File: config.mk
export PLATFORM = sky130hd
export DESIGN_NAME = display_bridge_host_pin_mux
export DESIGN_NICKNAME = d
export VERILOG_FILES = /design/src/verilog/pin_mux_pkg.sv /design/src/verilog/gp_pin_cell.sv /design/src/verilog/display_bridge_host_pin_mux.sv
export SDC_FILE = /design/constraint.sdc
export NUM_CORES = 1
export LEC_CHECK = 0
export ABC_CLOCK_PERIOD_IN_PS = 4200
export BUFFER_PORTS_ARGS = -buffer_cell sky130_fd_sc_hd__buf_2
export CAP_MARGIN = 25
export CELL_PAD_IN_SITES_DETAIL_PLACEMENT = 1
export CELL_PAD_IN_SITES_GLOBAL_PLACEMENT = 2
export CORE_MARGIN = 3
export CORE_UTILIZATION = 27
export DETAILED_ROUTE_END_ITERATION = 6
export PLACE_DENSITY_LB_ADDON = 0.08
export SLEW_MARGIN = 30
export SYNTH_ARGS = -nofsm -noshare
export SYNTH_HDL_FRONTEND = slang
export SYNTH_HIERARCHICAL = 1
export SYNTH_SLANG_ARGS = --single-unit
File: constraint.sdc
create_clock -name sys_clk_i -period 4.2 [get_ports sys_clk_i]
set_input_delay 0.63 -clock sys_clk_i [delete_from_list [all_inputs] [get_ports sys_clk_i]]
set_output_delay 0.63 -clock sys_clk_i [all_outputs]
set_load 0.02 [all_outputs]
File: src/verilog/pin_mux_pkg.sv
`default_nettype none

package pin_mux_pkg;

  // ****************************************
  // mode configuration
  // ****************************************
  localparam logic [2:0] MODE_DPI_SPI = 3'h3;
  localparam logic [2:0] MODE_DPI_SSI = 3'h4;
  localparam logic [2:0] MODE_DBI     = 3'h5;

  // ****************************************
  // register map (word addresses)
  // ****************************************
  localparam logic [3:0] ADDR_CTRL    = 4'h0;
  localparam logic [3:0] ADDR_GP_OUT  = 4'h1;
  localparam logic [3:0] ADDR_GP_OE   = 4'h2;
  localparam logic [3:0] ADDR_GP_IN   = 4'h3;
  localparam logic [3:0] ADDR_DRIVE   = 4'h4;
  localparam logic [3:0] ADDR_PULL    = 4'h5;
  localparam logic [3:0] ADDR_STATUS  = 4'h6;

  // control register field positions
  localparam int CTRL_WIDTH_SEL = 0;
  localparam int CTRL_FSEL10    = 1;
  localparam int CTRL_FSEL11    = 2;
  localparam int CTRL_FSEL12    = 3;

  // values after reset
  localparam logic [3:0]  CTRL_RST   = 4'h1;
  localparam logic [5:0]  GP_RST     = 6'h00;
  localparam logic [1:0]  DRIVE_RST  = 2'h0;
  localparam logic [1:0]  PULL_RST   = 2'h0;

  // drive codes: 0=1mA 1=2mA 2=3mA 3=4mA
  localparam logic [1:0]  DRIVE_SMT  = 2'h1;

  // widths
  localparam int VDW = 24;
  localparam int GPW = 6;

  // pull option of a schmitt pad
  typedef struct packed {
    logic pull_up;
    logic pull_down;
  } pull_s;

  // host interface strobes after the mux
  typedef struct packed {
    logic vsync;
    logic hsync;
    logic de;
    logic pclk;
  } dpi_s;

  typedef struct packed {
    logic cs_n;
    logic rd_n;
    logic dc_n;
    logic wr_n;
  } dbi_s;

  typedef enum logic [1:0] {
    HOST_NONE,
    HOST_DPI,
    HOST_DBI
  } host_mode_e;

endpackage : pin_mux_pkg

`default_nettype wire

File: src/verilog/gp_pin_cell.sv
`timescale 1ns/1ns
`default_nettype none

// one pad slot of the upper data bus: data, alternate function or gpio
module gp_pin_cell
  import pin_mux_pkg::*;
(
  input  wire logic sys_clk_i,
  input  wire logic reset_i,
  input  wire logic wide_i,
  input  wire logic alt_sel_i,
  input  wire logic alt_val_i,
  input  wire logic has_alt_i,
  input  wire logic gp_out_i,
  input  wire logic gp_oe_i,
  input  wire logic pad_in_i,
  output logic      data_o,
  output logic      gp_in_o,
  output logic      pad_out_o,
  output logic      pad_oe_o
);

  // ****************************************
  // output selection
  // ****************************************
  always_comb begin
    if (wide_i) begin
      pad_out_o = 1'b0;
      pad_oe_o  = 1'b0;
    end else if (has_alt_i && alt_sel_i) begin
      pad_out_o = alt_val_i;
      pad_oe_o  = 1'b1;
    end else begin
      pad_out_o = gp_out_i;
      pad_oe_o  = gp_oe_i;
    end
  end

  // ****************************************
  // registered inputs
  // ****************************************
  always_ff @(posedge sys_clk_i or posedge reset_i) begin
    if (reset_i) begin
      data_o  <= 1'b0;
      gp_in_o <= 1'b0;
    end else begin
      data_o  <= wide_i ? pad_in_i : 1'b0;
      gp_in_o <= wide_i ? 1'b0 : pad_in_i;
    end
  end

endmodule : gp_pin_cell

`default_nettype wire

File: src/verilog/display_bridge_host_pin_mux.sv
// Functional notes
// standby low floats all pins but pin six
// device held in reset while reset low
// standby low enters standby, high operates
// config, reset, clock, standby pins plain inputs
// three config pins pick host interface
// 011/100 pixel, 101 parallel, others reserved
// vsync pin becomes chip select in parallel
// hsync pin becomes read strobe in parallel
// enable pin becomes data/command in parallel
// pixel clock pin becomes write strobe
// bus width 8/16/18/24, host drives selected
// narrow width turns pins 18-20 into gpio
// pin 21 interrupt or gpio ten
// pin 22 pwm or gpio eleven
// pin 23 clock output or gpio twelve
// cmos pads drive 1 to 4 mA
// schmitt pads pull control, fixed 2 mA
// pin 23 has its own select bit
//
// Strobed register access and the register offsets were chosen for this implementation.
`timescale 1ns/1ns
`default_nettype none

module display_bridge_host_pin_mux
  import pin_mux_pkg::*;
(
  input  wire logic             sys_clk_i,
  input  wire logic             reset_i,
  input  wire logic             system_reset_n_i,
  input  wire logic             standby_request_n_i,
  input  wire logic [2:0]       mode_config_pins_i,
  // register port
  input  wire logic [3:0]       addr_i,
  input  wire logic [31:0]      wdata_i,
  input  wire logic             wr_i,
  input  wire logic             rd_i,
  output logic      [31:0]      rdata_o,
  // host sync / strobe pins
  input  wire logic             vsync_pin_i,
  input  wire logic             hsync_pin_i,
  input  wire logic             de_pin_i,
  input  wire logic             pclk_pin_i,
  // video data bus pads
  input  wire logic [VDW-1:0]   video_data_bus_i,
  output logic      [VDW-1:0]   video_data_bus_o,
  output logic      [VDW-1:0]   video_data_bus_oe_o,
  // general pin six pad
  input  wire logic             general_pin_six_i,
  output logic                  general_pin_six_pd_o,
  // alternate function sources
  input  wire logic             irq_src_i,
  input  wire logic             pwm_src_i,
  input  wire logic             clock_output_src_i,
  // decoded host side
  output host_mode_e            host_mode_o,
  output dpi_s                  dpi_o,
  output dbi_s                  dbi_o,
  output logic      [VDW-1:0]   video_data_o,
  output logic                  core_reset_o,
  output logic                  standby_o,
  // pad electrical controls
  output logic      [1:0]       cmos_drive_o,
  output logic      [1:0]       schmitt_pad_drive_o,
  output pull_s                 schmitt_pad_pull_o,
  output logic                  input_pull_en_o
);

  // ****************************************
  // registers
  // ****************************************
  // software settings, pin state and the internal wires of the
  // six upper pad slots
  logic [3:0]     ctrl_r;
  logic [GPW-1:0] gp_out_r;
  logic [GPW-1:0] gp_oe_r;
  logic [1:0]     drive_r;
  logic [1:0]     pull_r;
  logic [2:0]     mode_r;
  host_mode_e     host_mode_r;
  logic           core_rst_r;
  logic           standby_request_n_r;
  logic [GPW-1:0] gp_in_w;
  logic [GPW-1:0] cell_out_w;
  logic [GPW-1:0] cell_oe_w;
  logic [GPW-1:0] cell_data_w;
  logic [17:0]    low_data_r;

  // ****************************************
  // reset and standby state
  // ****************************************
  // both pins are taken as synchronous; one flop each keeps their
  // effect aligned with the rest of the registered logic, and both
  // come up asserted so nothing drives before the first edge
  always_ff @(posedge sys_clk_i or posedge reset_i) begin
    if (reset_i) begin
      core_rst_r <= 1'b1;
      standby_request_n_r     <= 1'b1;
    end else begin
      core_rst_r <= ~system_reset_n_i;
      standby_request_n_r     <= ~standby_request_n_i;
    end
  end

  // status levels for the core and the pad ring
  assign core_reset_o = core_rst_r;
  assign standby_o    = standby_request_n_r;

  // ****************************************
  // mode capture
  // ****************************************
  // config pins are sampled while the core reset is active
  // the last value seen before release sticks, so straps may
  // settle during reset without glitching the host mode
  always_ff @(posedge sys_clk_i or posedge reset_i) begin
    if (reset_i) begin
      mode_r <= 3'h0;
    end else if (core_rst_r) begin
      mode_r <= mode_config_pins_i;
    end
  end

  // decode one cycle after capture; reserved straps idle the pins
  // so a test mode never reaches the host side
  always_ff @(posedge sys_clk_i or posedge reset_i) begin
    if (reset_i) begin
      host_mode_r <= HOST_NONE;
    end else begin
      case (mode_r)
        MODE_DPI_SPI: host_mode_r <= HOST_DPI;
        MODE_DPI_SSI: host_mode_r <= HOST_DPI;
        MODE_DBI:     host_mode_r <= HOST_DBI;
        default:      host_mode_r <= HOST_NONE;
      endcase
    end
  end

  // decoded mode for the core
  assign host_mode_o = host_mode_r;

  // ****************************************
  // register writes
  // ****************************************
  // core reset clears every setting and blocks software writes,
  // so a write issued while the core is held has no effect;
  // unmapped and read-only offsets are ignored
  always_ff @(posedge sys_clk_i or posedge reset_i) begin
    if (reset_i) begin
      ctrl_r   <= CTRL_RST;
      gp_out_r <= GP_RST;
      gp_oe_r  <= GP_RST;
      drive_r  <= DRIVE_RST;
      pull_r   <= PULL_RST;
    end else if (core_rst_r) begin
      ctrl_r   <= CTRL_RST;
      gp_out_r <= GP_RST;
      gp_oe_r  <= GP_RST;
      drive_r  <= DRIVE_RST;
      pull_r   <= PULL_RST;
    end else if (wr_i) begin
      case (addr_i)
        ADDR_CTRL:   ctrl_r   <= wdata_i[3:0];
        ADDR_GP_OUT: gp_out_r <= wdata_i[GPW-1:0];
        ADDR_GP_OE:  gp_oe_r  <= wdata_i[GPW-1:0];
        ADDR_DRIVE:  drive_r  <= wdata_i[1:0];
        ADDR_PULL:   pull_r   <= wdata_i[1:0];
        default:     ctrl_r   <= ctrl_r;
      endcase
    end
  end

  // ****************************************
  // register reads
  // ****************************************
  // read data stand for one cycle after the strobe, then return
  // to zero so a stale word is never mistaken for a fresh one
  always_ff @(posedge sys_clk_i or posedge reset_i) begin
    if (reset_i) begin
      rdata_o <= 32'h0;
    end else if (rd_i) begin
      case (addr_i)
        ADDR_CTRL:   rdata_o <= {28'h0, ctrl_r};
        ADDR_GP_OUT: rdata_o <= {26'h0, gp_out_r};
        ADDR_GP_OE:  rdata_o <= {26'h0, gp_oe_r};
        ADDR_GP_IN:  rdata_o <= {26'h0, gp_in_w};
        ADDR_DRIVE:  rdata_o <= {30'h0, drive_r};
        ADDR_PULL:   rdata_o <= {30'h0, pull_r};
        ADDR_STATUS: rdata_o <= {25'h0, standby_request_n_r, core_rst_r, host_mode_r, mode_r};
        default:     rdata_o <= 32'h0;
      endcase
    end else begin
      rdata_o <= 32'h0;
    end
  end

  // ****************************************
  // sync and strobe pin meaning
  // ****************************************
  // one flop stage per pin: parallel strobes rest high and pixel
  // syncs rest low whenever no host mode is live, so the core
  // never sees a false edge while the bridge sleeps
  always_ff @(posedge sys_clk_i or posedge reset_i) begin
    if (reset_i) begin
      dpi_o <= '0;
      dbi_o <= '1;
    end else if (host_mode_r == HOST_DBI && !standby_request_n_r) begin
      dpi_o <= '0;
      dbi_o.cs_n <= vsync_pin_i;
      dbi_o.rd_n <= hsync_pin_i;
      dbi_o.dc_n <= de_pin_i;
      dbi_o.wr_n <= pclk_pin_i;
    end else if (host_mode_r == HOST_DPI && !standby_request_n_r) begin
      dbi_o <= '1;
      dpi_o.vsync <= vsync_pin_i;
      dpi_o.hsync <= hsync_pin_i;
      dpi_o.de    <= de_pin_i;
      dpi_o.pclk  <= pclk_pin_i;
    end else begin
      dpi_o <= '0;
      dbi_o <= '1;
    end
  end

  // ****************************************
  // low data bits 0..17 are always data inputs
  // ****************************************
  // these lanes have no second function; lanes 18 to 23
  // come through the upper slots instead, as data only in wide mode
  always_ff @(posedge sys_clk_i or posedge reset_i) begin
    if (reset_i) begin
      low_data_r <= '0;
    end else begin
      low_data_r <= video_data_bus_i[17:0];
    end
  end

  // ****************************************
  // upper six pins: data, alternate or gpio
  // ****************************************
  // slot g serves pin 18+g and gpio 7+g; slots 3 to 5 also carry
  // interrupt, pwm and clock output, each behind its own select
  // bit, so pin 23 never follows the select of pin 21
  genvar g;
  generate
    for (g = 0; g < GPW; g++) begin : g_cell
      // select and source of the alternate function of this slot
      logic has_alt;
      logic alt_sel;
      logic alt_val;
      assign has_alt = (g >= 3);
      assign alt_sel = (g == 3) ? ctrl_r[CTRL_FSEL10] :
                       (g == 4) ? ctrl_r[CTRL_FSEL11] : ctrl_r[CTRL_FSEL12];
      assign alt_val = (g == 3) ? irq_src_i :
                       (g == 4) ? pwm_src_i : clock_output_src_i;
      // the cell registers its pad input and picks the pad output
      gp_pin_cell u_cell (
        .sys_clk_i (sys_clk_i),
        .reset_i   (reset_i),
        .wide_i    (ctrl_r[CTRL_WIDTH_SEL]),
        .alt_sel_i (alt_sel),
        .alt_val_i (alt_val),
        .has_alt_i (has_alt),
        .gp_out_i  (gp_out_r[g]),
        .gp_oe_i   (gp_oe_r[g]),
        .pad_in_i  (video_data_bus_i[18+g]),
        .data_o    (cell_data_w[g]),
        .gp_in_o   (gp_in_w[g]),
        .pad_out_o (cell_out_w[g]),
        .pad_oe_o  (cell_oe_w[g])
      );
    end
  endgenerate

  // full data word seen by the core
  assign video_data_o = {cell_data_w, low_data_r};

  // ****************************************
  // pad drive: everything floats in standby or reset
  // ****************************************
  // the ring stays undriven while sleeping or in core reset so the
  // host can park its bus without fighting the bridge
  always_comb begin
    video_data_bus_o    = {cell_out_w, 18'h0};
    video_data_bus_oe_o = {cell_oe_w, 18'h0};
    if (standby_request_n_r || core_rst_r) begin
      video_data_bus_o    = '0;
      video_data_bus_oe_o = '0;
    end
  end

  // ****************************************
  // pad electrical options
  // ****************************************
  // pin six keeps its pull-down in every state; strap, reset, clock
  // and standby inputs never get a pull; schmitt pads run a fixed
  // 2 mA drive while cmos pads follow the drive register
  assign general_pin_six_pd_o = 1'b1;
  assign input_pull_en_o      = 1'b0;
  assign cmos_drive_o         = drive_r;
  assign schmitt_pad_drive_o  = DRIVE_SMT;
  assign schmitt_pad_pull_o   = standby_request_n_r ? '0 : pull_s'(pull_r);

endmodule : display_bridge_host_pin_mux

`default_nettype wire

==> results <==
- Once the floorplan was initialized, standard cells occupied roughly 28% of the core.
- The cell area reported after detailed placement is 4080 µm².
- The net count of the finished layout is between 500 and 600.
- Sequential elements use roughly half of the synthesized area.
- The static leakage is about 2.3 nW.
- The buffer levels on the longest clock path is 2.
- The post-detailed-route DRC marker count is 0.
- The routed length per placed instance is 14.8 µm.
- The last element of the critical path is video_data_bus_oe_o[22].
- 201 I/O pins were placed.
- The final HPWL from detailed placement is around 7100 µm.
- The flop-to-flop setup slack is roughly 2.8 ns.
- Counting instances in the post-synthesis netlist gives the leading cell types as buf_4 (65), dfrtp_1 (65), nor2_1 (33).
- The critical path endpoint category is an output pin.
- Subtracting the final worst setup slack from the clock period gives roughly 2.7 ns.
- The setup TNS is 0 ns.
- The slew at the pin closest to its max-slew limit is 0.931 ns.
- The core region area is roughly 13000 µm².
- The area share of the leading cell type in the synthesized netlist is between 40 and 50%.
- The number of antenna violations at the first check in global routing is 0.
- The fraction of registers with async set or reset after synthesis is 100%.
- The number of maximum-capacitance constraint violations is 0.
- The maximum net fanout on the critical path is 27.
- The number of global-route vias before repair is 2599.
- The overall die width is 121 µm.
- Setup slack closes at about 1.5 ns.
- After synthesis the cells add up to between 3000 and 4000 µm².
- The residual overflow from global routing is 0.
- The post-cts resize count is 0.
- The first TritonRoute pass finished after 4 iterations.
- The most critical setup path has its startpoint at core_reset_o$_DFF_PP1_.
- The wire length of the first global-routing pass is 14600 µm.
- In the synthesized netlist the dominant register cell turns out to be dfrtp_1.
- The buffer cell driving the clock tree root is clkbuf_16.
- The worst supply voltage drop on vdd is roughly 220 µV.
- For the final database, setup skew stands at 0.00631 ns.
- The total routed wirelength is 9310 µm.
- The signal on the critical path passes through nor2_1 -> and2_1 -> buf_2.
- The min-delay analysis places its worst path in the category input port to asynchronous set/reset pin.
- The mean cell area of the mapped netlist is 10.9 µm².
- The total number of placement rows is 41.
- The number of hold violations in the final report is 0.
- The slowest stage of the critical path belongs to the cell nor2_1.
- The sort of element at the start of the critical path is a flop.
- The number of failing setup endpoints in the final timing report is 0.
- In the finished design, the share of the clock period the worst path needs comes to roughly 64%.
- Counting flops and latches in the post-synthesis netlist gives a little over 70.
- The clock edge transition at the registers on the reported setup and hold paths is ~0.060 ns.
- In this run the vertical extent of the chip is roughly 120 µm.
- After synthesis, the cell types taking the most area are dfrtp_1 (46%), buf_4 (14%), mux2i_1 (5.9%).
- For this design the ratio of total power to cell area is approximately 400 nW/µm².
- The synthesized netlist contains 37 unique library cells.
- Power comes to 1.75 mW.
- TritonCTS built the clock tree.
- The number of vias per cell is 4.03.
- In this run the critical register-to-register path is captured at rdata_o[3]$_DFF_PP0_.
- Counting every instance in the synthesized netlist gives about 330.
- The die covers 14500 µm².
- The detailed-route via count is 2540.
- The cell family contributing the most delay on the critical path is simple AND/OR/NAND/NOR gates.
- Timing analysis after detailed placement gives a worst setup slack of 1.84 ns.
- 0 antenna diodes ended up in the layout.
- The routability congestion estimate is 0.748.
- For this design, the CTS-stage hold fixing added 0 buffers.
- The critical register-to-register path startpoint is ctrl_r[3]$_DFFE_PP0P_.
- The number of synthesized flops with an enable pin is 0.
- The classification of the worst setup path is flop to output pin.
- Timing would allow up to 371 MHz.
- The number of warnings printed during yosys synthesis is 6.
- The count of nets left with antenna violations once routing finished came out at 0.
- The max-slew violation total from the final report is 0.
- The iteration-0 DRC count of the detailed router is 86.
- The maximum cell stage delay along the critical path is 0.79 ns.
- The largest net degree at the start of global routing is 41.
- The total global routing track utilization is between 10% and 20%.
- Counting buffers and inverters, the worst setup path is 3 cells deep.
- The relative slew slack is 37.7%.
- The area added between synthesis and finish is 24.1%.
- During placement, the flow inserted port buffers numbering 108.
- The total non-filler cell area in the finished layout is roughly 4400 µm².
- The number of sinks handled by clock tree synthesis is 72.
- The sum of buffers and inverters on the critical path is 1.
- Setup repair after global routing left no endpoint under its margin.
- At the later pin of the worst-skew pair, clock insertion delay measures roughly 0.33 ns.
- The run finished with clean final reports.
- The H-tree was split into 3 levels.
- The required time reported for the critical path endpoint is roughly 3.6 ns.
- The worst reg-to-reg path cell count is 3.
- The library cell occupying the most area in the post-synthesis netlist is dfrtp_1.
- The number of setup buffers added after CTS is 0.
- The post-route netlist has around 32% of its cells at a drive strength greater than 1.
- The total clock buffers created by CTS is 9.
- The worst path arrival time is 2.07 ns.
- At the end of the flow the core is filled with cells to 34.6%.
## per-stage QoR
step	hold WS (ns)	cells
2_1_floorplan	0.371	406
3_3_place_gp	0.517	614
3_5_place_dp	0.527	614
4_1_cts	0.205	630
5_1_grt	0.214	630
6_report	0.216	630
## how the worst min path moves through the flow
stage | from | to | slack, ns
after floorplan | reset_i | g_cell[0].u_cell/data_o$_DFF_PP0_ | 0.37
after global placement | mode_r[2]$_DFFE_PP0P_ | host_mode_o[0]$_DFF_PP0_ | 0.52
after detailed placement | mode_r[2]$_DFFE_PP0P_ | host_mode_o[0]$_DFF_PP0_ | 0.53
after CTS | reset_i | g_cell[5].u_cell/gp_in_o$_DFF_PP0_ | 0.21
after global routing | reset_i | g_cell[5].u_cell/gp_in_o$_DFF_PP0_ | 0.21
final | reset_i | g_cell[5].u_cell/gp_in_o$_DFF_PP0_ | 0.22
## layout by cell type, fill, tap and decap left out, types with 3 or more instances in the layout
cell type	Yosys	final
a21bo_1	6	6
or3_1	3	3
and2_1	22	22
dfrtp_1	65	65
a21oi_1	8	8
nand3b_1	4	4
dfstp_2	7	7
mux2i_1	21	21
inv_1	11	10
nand3_1	11	11
a21oi_2	6	6
clkbuf_16	0	9
nand2_1	4	4
nand3_2	3	3
nand2b_1	8	8
a31oi_1	3	3
a22oi_1	3	3
nor2_1	33	33
buf_2	2	108
nor2b_1	8	8
conb_1	2	83
## state kept, by name, indices dropped and copies added (netlist names), 4 cells and up
register               cells
ctrl_r                     4
dbi_o                      4
dpi_o                      4
g_cell.u_cell/data_o       6
g_cell.u_cell/gp_in_o      6
gp_oe_r                    6
gp_out_r                   6
low_data_r                18
rdata_o                    7
## kinds of logic (layout without fill, tap and decap cells)
kind of cell,Yosys count,after routing,synth area share (%)
compound gates,36,36,7.76
buf+inv,84,136,16.3
flops,72,72,51.0
mux,26,26,8.36
other cells,2,83,0.212
simple gates,105,105,16.4
## routing by layer
metal | global-route usage (%) | up-vias | part of all wire, %
li1 | - | 1183 | -
met1 | 17.1 | 1247 | 43
met2 | 21.4 | 101 | 50
met3 | 2.99 | 9 | 6.2
met4 | 4.25 | 0 | 1.3
met5 | 0 | - | 0
## power by group
part	internal (mW)	total [mW]	switching, mW
clock network	0.523	0.819	0.296
logic	0.0520	0.190	0.138
registers	0.720	0.740	0.0204
## cell type report
type	count	area, µm²
sequential	72	1810
timing repair buffer	109	548
fill	1532	8320
multi-input combinational	250	1460
inverter	11	42.5
clock buffer	10	229
tap	172	215
clock inverter	6	92.6
Note: power is estimated with default switching activity, not from simulation.
